==> config.mk <==
export PLATFORM = sky130hd
export DESIGN_NAME = tsp_timing_pin_mux
export DESIGN_NICKNAME = d
export VERILOG_FILES = /design/src/logic/tsp_pkg.sv /design/src/logic/tsp_pin_if.sv /design/src/logic/tsp_reg_file.sv /design/src/logic/tsp_pin_drv.sv /design/src/logic/tsp_timing_pin_mux.sv
export SDC_FILE = /design/constraint.sdc
export NUM_CORES = 1
export LEC_CHECK = 0
export BUFFER_PORTS_ARGS = -buffer_cell sky130_fd_sc_hd__buf_2
export CORE_UTILIZATION = 53
export DETAILED_ROUTE_END_ITERATION = 16
export PLACE_DENSITY = 0.83
export SLEW_MARGIN = 25
export SYNTH_ARGS = -nofsm -noshare
export SYNTH_HDL_FRONTEND = slang
export SYNTH_SLANG_ARGS = --single-unit
==> constraint.sdc <==
create_clock -name CLOCK_IN -period 4.53 [get_ports CLOCK_IN]
set_input_delay 0.453 -clock CLOCK_IN [delete_from_list [all_inputs] [get_ports CLOCK_IN]]
set_output_delay 0.453 -clock CLOCK_IN [all_outputs]
set_load 0.02 [all_outputs]
==> src/logic/tsp_pkg.sv <==
// tsp_pkg: constants shared by the timing signal pin multiplexer.
// Assumes the register port addresses byte-wide offsets with 16-bit data.
`default_nettype none
package tsp_pkg;
  localparam int ADDR_W   = 8;
  localparam int DATA_W   = 16;
  localparam int SEL_W    = 5;
  localparam int NUM_PINS = 2;

  // register offsets
  localparam logic [7:0] ADDR_PIN_CTRL = 8'h02;
  localparam logic [7:0] ADDR_SRC_SEL  = 8'h0B;
  localparam logic [7:0] ADDR_PIN1_EN  = 8'h4F;

  // field positions
  localparam int CTRL_POL0_BIT = 0;
  localparam int CTRL_OD0_BIT  = 1;
  localparam int CTRL_EN0_BIT  = 2;
  localparam int CTRL_POL1_BIT = 8;
  localparam int CTRL_OD1_BIT  = 9;
  localparam int PIN1_EN_BIT   = 6;
  localparam int SEL0_LSB      = 0;
  localparam int SEL1_LSB      = 8;

  // values after reset
  localparam logic [15:0] RST_PIN_CTRL = 16'h0000;
  localparam logic [15:0] RST_SRC_SEL  = 16'h0000;
  localparam logic        RST_PIN1_EN  = 1'b0;

  // source select codes
  localparam logic [4:0] SRC_IRQ      = 5'h01;
  localparam logic [4:0] SRC_WINDOW   = 5'h02;
  localparam logic [4:0] SRC_LED_A    = 5'h05;
  localparam logic [4:0] SRC_LED_B    = 5'h06;
  localparam logic [4:0] SRC_LED_AB   = 5'h07;
  localparam logic [4:0] SRC_WR_A     = 5'h0C;
  localparam logic [4:0] SRC_WR_B     = 5'h0D;
  localparam logic [4:0] SRC_WR_AB    = 5'h0E;
  localparam logic [4:0] SRC_HALF     = 5'h0F;
  localparam logic [4:0] SRC_LOW      = 5'h10;
  localparam logic [4:0] SRC_HIGH     = 5'h11;
  localparam logic [4:0] SRC_OSC      = 5'h13;

  typedef enum logic [1:0] {
    WIN_IDLE = 2'b01,
    WIN_OPEN = 2'b10
  } tsp_win_t;
endpackage
`default_nettype wire

==> src/logic/tsp_pin_if.sv <==
// tsp_pin_if: per-pin configuration and asserted levels between the
// register file, the source multiplexer and the pin drivers.
// Assumes one clock domain shared by all users.
`timescale 1ns/100ps
`default_nettype none
interface tsp_pin_if;
  logic [tsp_pkg::NUM_PINS-1:0]                     pol;
  logic [tsp_pkg::NUM_PINS-1:0]                     od;
  logic [tsp_pkg::NUM_PINS-1:0]                     en;
  logic [tsp_pkg::NUM_PINS-1:0][tsp_pkg::SEL_W-1:0] sel;
  logic [tsp_pkg::NUM_PINS-1:0]                     asserted;

  modport regs (output pol, od, en, sel);
  modport mux  (input sel, output asserted);
  modport drv  (input pol, od, en, asserted);
endinterface
`default_nettype wire

==> src/logic/tsp_reg_file.sv <==
// tsp_reg_file: holds pin control, source select and pin-one enable.
// Assumes a one-cycle write strobe with address and data valid alongside.
`timescale 1ns/100ps
`default_nettype none
module tsp_reg_file (
  input  wire logic                       clk_in,
  input  wire logic                       rst_in,
  input  wire logic                       wr_in,
  input  wire logic [tsp_pkg::ADDR_W-1:0] addr_in,
  input  wire logic [tsp_pkg::DATA_W-1:0] wdata_in,
  tsp_pin_if.regs                         pif
);
  always_ff @(posedge clk_in) begin
    if (rst_in) begin
      pif.pol[0] <= tsp_pkg::RST_PIN_CTRL[tsp_pkg::CTRL_POL0_BIT];
      pif.od[0]  <= tsp_pkg::RST_PIN_CTRL[tsp_pkg::CTRL_OD0_BIT];
      pif.en[0]  <= tsp_pkg::RST_PIN_CTRL[tsp_pkg::CTRL_EN0_BIT];
      pif.pol[1] <= tsp_pkg::RST_PIN_CTRL[tsp_pkg::CTRL_POL1_BIT];
      pif.od[1]  <= tsp_pkg::RST_PIN_CTRL[tsp_pkg::CTRL_OD1_BIT];
    end else if (wr_in && addr_in == tsp_pkg::ADDR_PIN_CTRL) begin
      pif.pol[0] <= wdata_in[tsp_pkg::CTRL_POL0_BIT];
      pif.od[0]  <= wdata_in[tsp_pkg::CTRL_OD0_BIT];
      pif.en[0]  <= wdata_in[tsp_pkg::CTRL_EN0_BIT];
      pif.pol[1] <= wdata_in[tsp_pkg::CTRL_POL1_BIT];
      pif.od[1]  <= wdata_in[tsp_pkg::CTRL_OD1_BIT];
    end
  end

  always_ff @(posedge clk_in) begin
    if (rst_in) begin
      pif.en[1] <= tsp_pkg::RST_PIN1_EN;
    end else if (wr_in && addr_in == tsp_pkg::ADDR_PIN1_EN) begin
      pif.en[1] <= wdata_in[tsp_pkg::PIN1_EN_BIT];
    end
  end

  always_ff @(posedge clk_in) begin
    if (rst_in) begin
      pif.sel[0] <= tsp_pkg::RST_SRC_SEL[tsp_pkg::SEL0_LSB +: tsp_pkg::SEL_W];
      pif.sel[1] <= tsp_pkg::RST_SRC_SEL[tsp_pkg::SEL1_LSB +: tsp_pkg::SEL_W];
    end else if (wr_in && addr_in == tsp_pkg::ADDR_SRC_SEL) begin
      pif.sel[0] <= wdata_in[tsp_pkg::SEL0_LSB +: tsp_pkg::SEL_W];
      pif.sel[1] <= wdata_in[tsp_pkg::SEL1_LSB +: tsp_pkg::SEL_W];
    end
  end
endmodule // tsp_reg_file
`default_nettype wire

==> src/logic/tsp_pin_drv.sv <==
// tsp_pin_drv: turns one pin's asserted level into a registered level
// and active-low output enable. Assumes the pad combines them.
`timescale 1ns/100ps
`default_nettype none
module tsp_pin_drv #(
  parameter int PIN = 0
) (
  input  wire logic clk_in,
  input  wire logic rst_in,
  tsp_pin_if.drv    pif,
  output var  logic pin_out,
  output var  logic oe_n_out
);
  always_ff @(posedge clk_in) begin
    if (rst_in) begin
      pin_out <= 1'b0;
    end else begin
      pin_out <= pif.asserted[PIN] ^ pif.pol[PIN];
    end
  end

  always_ff @(posedge clk_in) begin
    if (rst_in) begin
      oe_n_out <= 1'b1;
    end else begin
      // open drain releases the pin whenever the signal is not asserted
      oe_n_out <= ~(pif.en[PIN] & (~pif.od[PIN] | pif.asserted[PIN]));
    end
  end
endmodule // tsp_pin_drv
`default_nettype wire

==> src/logic/tsp_timing_pin_mux.sv <==
// tsp_timing_pin_mux: routes internal timing signals onto two timing pins.
// Assumes all timing-engine inputs are synchronous one-cycle pulses or
// levels on CLOCK_IN, and the register port is a simple strobe port.
//
// Function
// - polarity bit per pin, 1 means active low
// - drive-mode bit: always drive or open drain
// - pin zero drives only with control bit 2
// - pin one drives only with config bit 6
// - five-bit source select field per pin
// - select register zero gives legacy pin behaviour
// - code 0x01 routes interrupt level
// - code 0x02 gives enabled-slot sample window
// - codes 0x05-0x07 copy LED pulses
// - codes 0x0C-0x0E flag slot data written
// - written flag sets on data write, clears on sample start
// - code 0x0F toggles once per sample
// - toggle starts low leaving standby
// - code 0x10 holds constant low
// - code 0x11 holds constant high
// - code 0x13 copies 32 kHz oscillator
`timescale 1ns/100ps
`default_nettype none
module tsp_timing_pin_mux (
  input  wire logic                       CLOCK_IN,
  input  wire logic                       RESET_IN,
  // register port
  input  wire logic                       REG_WR_IN,
  input  wire logic                       REG_RD_IN,
  input  wire logic [tsp_pkg::ADDR_W-1:0] REG_ADDR_IN,
  input  wire logic [tsp_pkg::DATA_W-1:0] REG_WDATA_IN,
  output var  logic [tsp_pkg::DATA_W-1:0] REG_RDATA_OUT,
  output var  logic                       REG_RVALID_OUT,
  // timing engine
  input  wire logic                       IRQ_LEVEL_IN,
  input  wire logic                       NORMAL_MODE_IN,
  input  wire logic                       SLOT_A_EN_IN,
  input  wire logic                       SLOT_B_EN_IN,
  input  wire logic                       SLOT_A_START_IN,
  input  wire logic                       SLOT_A_END_IN,
  input  wire logic                       SLOT_B_START_IN,
  input  wire logic                       SLOT_B_END_IN,
  input  wire logic                       SAMPLE_START_IN,
  input  wire logic                       DATA_A_WRITTEN_IN,
  input  wire logic                       DATA_B_WRITTEN_IN,
  input  wire logic                       LED_A_PULSE_IN,
  input  wire logic                       LED_B_PULSE_IN,
  input  wire logic                       OSC_32K_IN,
  // timing pins
  output var  logic                       TIMING_PIN_ZERO_OUT,
  output var  logic                       TIMING_PIN_ZERO_OE_N_OUT,
  output var  logic                       TIMING_PIN_ONE_OUT,
  output var  logic                       TIMING_PIN_ONE_OE_N_OUT
);

  tsp_pin_if pif ();

  tsp_pkg::tsp_win_t              win_state_reg;
  tsp_pkg::tsp_win_t              win_state_next;
  logic                           win_open;
  logic                           win_close;
  logic                           window_level;
  logic                           mode_prev_reg;
  logic                           standby_exit;
  logic                           half_rate_toggle_reg;
  logic                           wr_a_reg;
  logic                           wr_b_reg;
  logic                           legacy_mode;
  logic                           legacy_sample_output;
  logic [tsp_pkg::NUM_PINS-1:0]   pin_level;
  logic [tsp_pkg::NUM_PINS-1:0]   pin_oe_n;
  logic [tsp_pkg::DATA_W-1:0]     rdata_next;

  // register storage

  tsp_reg_file u_regs (
    .clk_in   (CLOCK_IN),
    .rst_in   (RESET_IN),
    .wr_in    (REG_WR_IN),
    .addr_in  (REG_ADDR_IN),
    .wdata_in (REG_WDATA_IN),
    .pif      (pif.regs)
  );

  // read back: one cycle after the read strobe, unmapped reads zero

  always_comb begin
    rdata_next = '0;
    case (REG_ADDR_IN)
      tsp_pkg::ADDR_PIN_CTRL: begin
        rdata_next[tsp_pkg::CTRL_POL0_BIT] = pif.pol[0];
        rdata_next[tsp_pkg::CTRL_OD0_BIT]  = pif.od[0];
        rdata_next[tsp_pkg::CTRL_EN0_BIT]  = pif.en[0];
        rdata_next[tsp_pkg::CTRL_POL1_BIT] = pif.pol[1];
        rdata_next[tsp_pkg::CTRL_OD1_BIT]  = pif.od[1];
      end
      tsp_pkg::ADDR_SRC_SEL: begin
        rdata_next[tsp_pkg::SEL0_LSB +: tsp_pkg::SEL_W] = pif.sel[0];
        rdata_next[tsp_pkg::SEL1_LSB +: tsp_pkg::SEL_W] = pif.sel[1];
      end
      tsp_pkg::ADDR_PIN1_EN: begin
        rdata_next[tsp_pkg::PIN1_EN_BIT] = pif.en[1];
      end
      default: begin
        rdata_next = '0;
      end
    endcase
  end

  always_ff @(posedge CLOCK_IN) begin
    if (RESET_IN) begin
      REG_RDATA_OUT <= '0;
    end else if (REG_RD_IN) begin
      REG_RDATA_OUT <= rdata_next;
    end
  end

  always_ff @(posedge CLOCK_IN) begin
    if (RESET_IN) begin
      REG_RVALID_OUT <= 1'b0;
    end else begin
      REG_RVALID_OUT <= REG_RD_IN;
    end
  end

  // sample window: first enabled slot start to last enabled slot end

  always_comb begin
    win_open  = (SLOT_A_START_IN & SLOT_A_EN_IN) |
                (SLOT_B_START_IN & SLOT_B_EN_IN & ~SLOT_A_EN_IN);
    win_close = (SLOT_B_END_IN & SLOT_B_EN_IN) |
                (SLOT_A_END_IN & SLOT_A_EN_IN & ~SLOT_B_EN_IN);
  end

  always_comb begin
    win_state_next = win_state_reg;
    case (win_state_reg)
      tsp_pkg::WIN_IDLE: begin
        if (win_open) begin
          win_state_next = tsp_pkg::WIN_OPEN;
        end
      end
      tsp_pkg::WIN_OPEN: begin
        if (win_close) begin
          win_state_next = tsp_pkg::WIN_IDLE;
        end
      end
      default: begin
        win_state_next = tsp_pkg::WIN_IDLE;
      end
    endcase
  end

  always_ff @(posedge CLOCK_IN) begin
    if (RESET_IN) begin
      win_state_reg <= tsp_pkg::WIN_IDLE;
    end else begin
      win_state_reg <= win_state_next;
    end
  end

  assign window_level         = (win_state_reg == tsp_pkg::WIN_OPEN);
  assign legacy_sample_output = window_level;

  // half-rate toggle, forced low on every standby to normal change

  always_ff @(posedge CLOCK_IN) begin
    if (RESET_IN) begin
      mode_prev_reg <= 1'b0;
    end else begin
      mode_prev_reg <= NORMAL_MODE_IN;
    end
  end

  assign standby_exit = NORMAL_MODE_IN & ~mode_prev_reg;

  always_ff @(posedge CLOCK_IN) begin
    if (RESET_IN) begin
      half_rate_toggle_reg <= 1'b0;
    end else if (standby_exit) begin
      half_rate_toggle_reg <= 1'b0;
    end else if (win_close && win_state_reg == tsp_pkg::WIN_OPEN) begin
      half_rate_toggle_reg <= ~half_rate_toggle_reg;
    end
  end

  // data-written flags: a write in the clearing cycle wins

  always_ff @(posedge CLOCK_IN) begin
    if (RESET_IN) begin
      wr_a_reg <= 1'b0;
    end else if (DATA_A_WRITTEN_IN) begin
      wr_a_reg <= 1'b1;
    end else if (SAMPLE_START_IN) begin
      wr_a_reg <= 1'b0;
    end
  end

  always_ff @(posedge CLOCK_IN) begin
    if (RESET_IN) begin
      wr_b_reg <= 1'b0;
    end else if (DATA_B_WRITTEN_IN) begin
      wr_b_reg <= 1'b1;
    end else if (SAMPLE_START_IN) begin
      wr_b_reg <= 1'b0;
    end
  end

  // source selection

  assign legacy_mode = (pif.sel[0] == '0) && (pif.sel[1] == '0);

  function automatic logic src_level(input logic [tsp_pkg::SEL_W-1:0] code,
                                     input logic                      irq,
                                     input logic                      win,
                                     input logic                      led_a,
                                     input logic                      led_b,
                                     input logic                      wr_a,
                                     input logic                      wr_b,
                                     input logic                      half,
                                     input logic                      osc);
    logic lvl;
    lvl = 1'b0;
    case (code)
      tsp_pkg::SRC_IRQ:    lvl = irq;
      tsp_pkg::SRC_WINDOW: lvl = win;
      tsp_pkg::SRC_LED_A:  lvl = led_a;
      tsp_pkg::SRC_LED_B:  lvl = led_b;
      tsp_pkg::SRC_LED_AB: lvl = led_a | led_b;
      tsp_pkg::SRC_WR_A:   lvl = wr_a;
      tsp_pkg::SRC_WR_B:   lvl = wr_b;
      tsp_pkg::SRC_WR_AB:  lvl = wr_a | wr_b;
      tsp_pkg::SRC_HALF:   lvl = half;
      tsp_pkg::SRC_LOW:    lvl = 1'b0;
      tsp_pkg::SRC_HIGH:   lvl = 1'b1;
      tsp_pkg::SRC_OSC:    lvl = osc;
      default:             lvl = 1'b0;
    endcase
    return lvl;
  endfunction

  // interrupt level arrives already gated by the mask held elsewhere
  generate
    for (genvar p = 0; p < tsp_pkg::NUM_PINS; p++) begin : g_pin
      always_ff @(posedge CLOCK_IN) begin
        if (RESET_IN) begin
          pif.asserted[p] <= 1'b0;
        end else if (legacy_mode) begin
          pif.asserted[p] <= (p == 0) ? IRQ_LEVEL_IN : legacy_sample_output;
        end else begin
          pif.asserted[p] <= src_level(pif.sel[p], IRQ_LEVEL_IN, window_level,
                                       LED_A_PULSE_IN, LED_B_PULSE_IN,
                                       wr_a_reg, wr_b_reg,
                                       half_rate_toggle_reg, OSC_32K_IN);
        end
      end

      tsp_pin_drv #(
        .PIN (p)
      ) u_drv (
        .clk_in   (CLOCK_IN),
        .rst_in   (RESET_IN),
        .pif      (pif.drv),
        .pin_out  (pin_level[p]),
        .oe_n_out (pin_oe_n[p])
      );
    end
  endgenerate

  assign TIMING_PIN_ZERO_OUT      = pin_level[0];
  assign TIMING_PIN_ZERO_OE_N_OUT = pin_oe_n[0];
  assign TIMING_PIN_ONE_OUT       = pin_level[1];
  assign TIMING_PIN_ONE_OE_N_OUT  = pin_oe_n[1];

endmodule // tsp_timing_pin_mux
`default_nettype wire

* After elaboration in Yosys (flattened, before gate mapping)
Index checks and enable logic that the tools add are counted.
** Storage, ports and cells
- Register bits :: 40
- Latch bits :: 0
- Bits in writable memories :: 0
- Bits in read-only memories :: 0
- Bits of input ports :: 42
- Output and inout port bits :: 21
- Logic and storage cells :: 99
- Memories :: 0
** Operators by class
- Add/sub/neg operators :: 0
- Multipliers :: 0
- Divide/modulo/power cells :: 0
- $lt $le $gt $ge :: 0
- Eq/ne operators :: 29
- Shifts and indexed selects :: 0
- Multiplexer cells :: 15
- Bitwise logic cells :: 25
- Reductions and logical operators :: 11
** Operator list (count)
- equality test 5 x 4 -> 1 bit, second input constant :: 8
- equality test 5 x 3 -> 1 bit, second input constant :: 6
- case mux 1 bit (11 select lines) :: 2
- equality test 5 bit, second input constant :: 4
- equality test 5 x 1 -> 1 bit, second input constant :: 2
- equality test 5 x 2 -> 1 bit, second input constant :: 2
- logical NOT 5 bit :: 2
- bitwise AND 1 bit :: 9
- equality test 8 x 2 -> 1 bit, second input constant :: 1
- equality test 8 x 4 -> 1 bit, second input constant :: 1
- equality test 8 x 7 -> 1 bit, second input constant :: 1
- inverter 1 bit :: 8
- case mux 2 bit (2 select lines) :: 2
- two-way mux 1 bit :: 6
- two-way mux 2 bit :: 3
- bitwise OR 1 bit :: 6
- case mux 3 bit (2 select lines) :: 1
- logical AND 1 bit :: 5
- inequality test 2 bit, second input constant :: 2
- nonzero test 2 bit :: 2
- two-way mux 3 bit :: 1
- equality test 2 x 1 -> 1 bit, second input constant :: 1
- equality test 2 bit, second input constant :: 1
- AND reduction 2 bit :: 1
- 2 further kinds :: 3

* Logic depth before layout (Yosys ltp)
- Depth after elaboration :: 5
- Mapped depth :: 5
- Gate-level depth less buffers :: 4

* Modules after synthesis
From an unflattened synthesis, not the netlist that was laid out.
** Unflattened totals
- Cell total of the unflattened synthesis :: 239
- Area, all modules :: 2072.0 um2
** By module, submodules not included
- tsp_timing_pin_mux :: times used 1, cells each 147, area each 1161.1 um2, seq. area each 400.4 um2
- tsp_reg_file :: times used 1, cells each 80, area each 778.2 um2, seq. area each 320.3 um2
- tsp_pin_drv :: times used 2, cells each 6, area each 66.3 um2, seq. area each 40.0 um2

* Least setup slack after synthesis
Ideal clock, no wire load.
- Kind :: input-to-reg
- Start :: input REG_ADDR_IN[7] (netlist bit)
- End :: register REG_RDATA_OUT[1] (netlist bit)
- Library setup time :: 0.086 ns
- Data arrival time :: 1.376 ns
- Required time :: 4.444 ns
- Path slack :: 3.069 ns
- Stages :: 5
- Path buffers :: 1
- Path through :: nor3_2 and3_1 buf_2 a22oi_1 a211oi_1
** On the way
- Word-level cells in the longest chain between the ends :: 2
- Elaborated cells on any way between the ends :: 3
- Classes of those cells :: 2 x eq/ne; 1 x mux
** RTL lines
- from (decl) :: line tsp_timing_pin_mux.sv:30 : input wire logic [tsp_pkg::ADDR_W-1:0] REG_ADDR_IN,
- equality test 8 x 4 -> 1 bit / equality test 8 x 2 -> 1 bit (equally long branches) :: line tsp_timing_pin_mux.sv:89 : case (REG_ADDR_IN)
- case mux 3 bit (2 select lines) (*) :: line tsp_timing_pin_mux.sv:89
- to (signal assigned) :: line tsp_timing_pin_mux.sv:114 : REG_RDATA_OUT <= rdata_next;
- to (decl) :: line tsp_timing_pin_mux.sv:32 : output var logic [tsp_pkg::DATA_W-1:0] REG_RDATA_OUT,
Mark *: on every way between the ends. The rest lies on a longest branch, timed or not.
A chain may end at the register's enable or synchronous reset.

* Worst setup path in the final report
- Start :: input REG_ADDR_IN[7] (netlist bit)
- End :: register u_regs.pif.sel[1]
** On the way
- Word-level cells in the longest chain between the ends :: 2
** RTL lines
- equality test 8 x 4 -> 1 bit :: line tsp_reg_file.sv:41 : end else if (wr_in && addr_in == tsp_pkg::ADDR_SRC_SEL) begin
- logical AND 1 bit :: line tsp_reg_file.sv:41
- to (signal assigned) :: line tsp_reg_file.sv:40 : pif.sel[1] <= tsp_pkg::RST_SRC_SEL[tsp_pkg::SEL1_LSB +: tsp_pkg::SEL_W];
- to (signal assigned) :: line tsp_reg_file.sv:43 : pif.sel[1] <= wdata_in[tsp_pkg::SEL1_LSB +: tsp_pkg::SEL_W];
- to (decl) :: line tsp_pin_if.sv:13 : modport regs (output pol, od, en, sel);
No other way between the ends.

==> out/metrics.cfg <==
[run_status]
status = completed

[synthesis]
synth-edff-count = 0
synth.most_common_cell = dfxtp_1
syn-cell-area_um2 = 1872
synthTopCellsByArea = dfxtp_1, mux2i_1, nor2_1
async_reset_ff_share_pct = 0
synth_top_area_share_pct = 42.78
synth.avg_cell_area_um2 = 9.042
yosysTopAreaCell = dfxtp_1
synth_ff_type = dfxtp_1
synth_cell_types = 42
yosys_warnings = 0
ys_seq_area_share_pct = 42.78
synth_common_cells = dfxtp_1, nor2_1, mux2i_1
synth_cells = 207
ys_ff_latch = 40

[finish]
antennaDiodeCount = 0
reg_top3 = REG_RDATA_OUT x11, u_regs.pif.sel x10
drive_above_1_share_pct = 25.79
largest_reg_flops = 11
largest-register = REG_RDATA_OUT
syn2layout_area_growth_pct = 17.38
stdcell_count = 298
finalNetCount = 293

[power_and_ir_drop]
power_frac_seq_pct = 53.3
clock_power_share_pct = 38.7
peakVddDrop_mv = 0.1897
combPwrFrac_pct = 8.0
swShare_pct = 22.17
netSwitchingPower_uw = 150.5
internal_power_uw = 528.5
p_per_area_nw_per_um2 = 309.0
p_leak_nw = 0.9972

[setup_path]
cp_slowest_cell = nand4_1
crit_path_start = REG_ADDR_IN[7]
cp-end-kind = flop
crit_chain = buf_2 -> nor3_2 -> nand4_1 -> mux2i_1 -> nor2_1
cp_data_arrival_time_ns = 1.96
cp.required_ns = 4.76
critPathKind = input port to flop
cpPeakStageDelay_ns = 0.68
regToRegStartpoint = u_regs.pif.sel[0]
crit_fanout = 10
critPathLaunchType = input port

[sta]
max-slew-margin-rel_pct = 48.53
rsz0062_at_grt = no
tightest_slew_ns = 0.7697
hold_viol = 0
setup_tns_ns = 0
skew_ns = 0.005295
finalSetupViolCount = 0
timing.final.crit_share_pct = 38.30
fmax_mhz = 576.4
final-max-slew-violation-count = 0
min_period_ns = 1.735

[global_routing]
grt_usage_pct = 22.02
grt_pass1_vias = 1395
grt_pass1_wl_mm = 5.913
antenna_found_initial = 0
grt_overflow_total = 0
grt_max_degree = 41

[cts]
cts_max_level = 2
clkTransAtPathRegs_ns = 0.11
cts_sinks = 40
root_buffer = clkbuf_4
cts_hold_buf = 0
cts.path.max_buffers = 2
cts-resized-gates = 0
post-cts-setup-buffers = 0
insertion_delay_ns = 0.36
cts_tree = built
cts_made_buffers = 5

[routing]
drc = 0
firstDrtPassIters = 5
post_drt_wl_per_cell_um = 12.48
postRouteAntennaNets = 0
drt_iter0_drc = 72
finalWirelength_mm = 3.718
via_per_inst = 5.419
dr_total_vias = 1615

[floorplanning]
die_y_um = 61.43
die_area_um2 = 3774
start_util_pct = 55.65
fp.coreArea_um2 = 3363
ios = 63
rows = 21
die_x_um = 61.43

[placed_design]
port_buffers = 52
hpwl_mm = 2.637
gp_congestion = 0.8682
numPlacedInstances = 290

[run]
drv_cap = 0

[worst_hold_path]
min_from = DATA_A_WRITTEN_IN
hold_class = input port to flop

per-stage QoR:
stage               hold slack [ns]  instance area [um^2]  power (mW)  util [%]  setup WS, ns
finish                       0.2944                  2197      0.6790     65.33         2.795
global placement             0.4017                  2102      0.4234     62.50         2.450
global route                 0.2951                  2197      0.7099     65.33         2.663
detailed placement           0.4113                  2102      0.4243     62.50         2.420
floorplan                    0.3915                  1887      0.4030         -         3.069
CTS                          0.2825                  2197      0.6851     65.33         2.805
power by group through the flow:
stage	Combinational [mW]	Clock [mW]	Sequential [mW]
final	0.0541	0.263	0.362
after global routing	0.0609	0.285	0.364
after CTS	0.0542	0.269	0.362
after detailed placement	0.0540	0	0.370
after global placement	0.0533	0	0.370
after floorplan	0.0298	0	0.373
path summary, 6_finish.rpt:
kind | depth (start not counted) | endpoint | slack [ns]
worst max-delay path | 5 | u_regs.pif.sel[1] | 2.80
worst min-delay path | 3 | wr_a_reg | 0.29
worst max register to register | 4 | pif.asserted[1] | 2.93
worst min register to register | 1 | g_pin[1].u_drv.oe_n_out | 0.44
layout make-up:
class,count,area (um^2)
multi-input cells,150,975.9
inverters,2,7.507
clock buffers,7,65.06
flip-flops and latches,40,800.8
repair buffers,52,260.3
fillers,297,1166
clock inverters,1,30.03
well taps,46,57.56
kinds of logic (layout without fill, tap and decap cells):
logic type | Yosys count | in the layout | synth area share [%]
multiplexers | 19 | 19 | 10.16
XOR/XNOR | 3 | 3 | 1.404
AND/OR/NAND/NOR | 85 | 85 | 25.27
other | 1 | 5 | 0.2003
flip-flops | 40 | 40 | 42.78
buffers and inverters | 21 | 62 | 5.883
AO/OA/AOI/OAI | 38 | 38 | 14.30
routing by layer:
| metal | wire length (um) | global-route usage [%] |
|---|---|---|
| met1 | 1732 | 25.97 |
| met2 | 1662 | 36.65 |
| met3 | 222 | 4.622 |
| met4 | 99 | 13.65 |
| met5 | 0 | 0 |
cell usage in the layout (no fill, tap or decap), types with 3 or more instances in the layout:
master     n
buf_2     52
dfxtp_1   40
nor2_1    29
mux2i_1   19
a21oi_1   12
nand2b_1  11
nand2_1    7
nand3_1    7
a22oi_1    6
nor2b_1    5
a211oi_1   5
conb_1     5
clkbuf_4   5
nand3b_1   4
and3_1     4
nand4_1    4
xnor2_1    3
nor3b_1    3
o21ai_0    3
critical path, delay by kind of cell:
family / cells / cell delay (ns)
AND/OR/NAND/NOR: 3 / 1.05
multiplexers: 1 / 0.35
buffers and inverters: 1 / 0.10
Note: power is estimated with default switching activity, not from simulation.
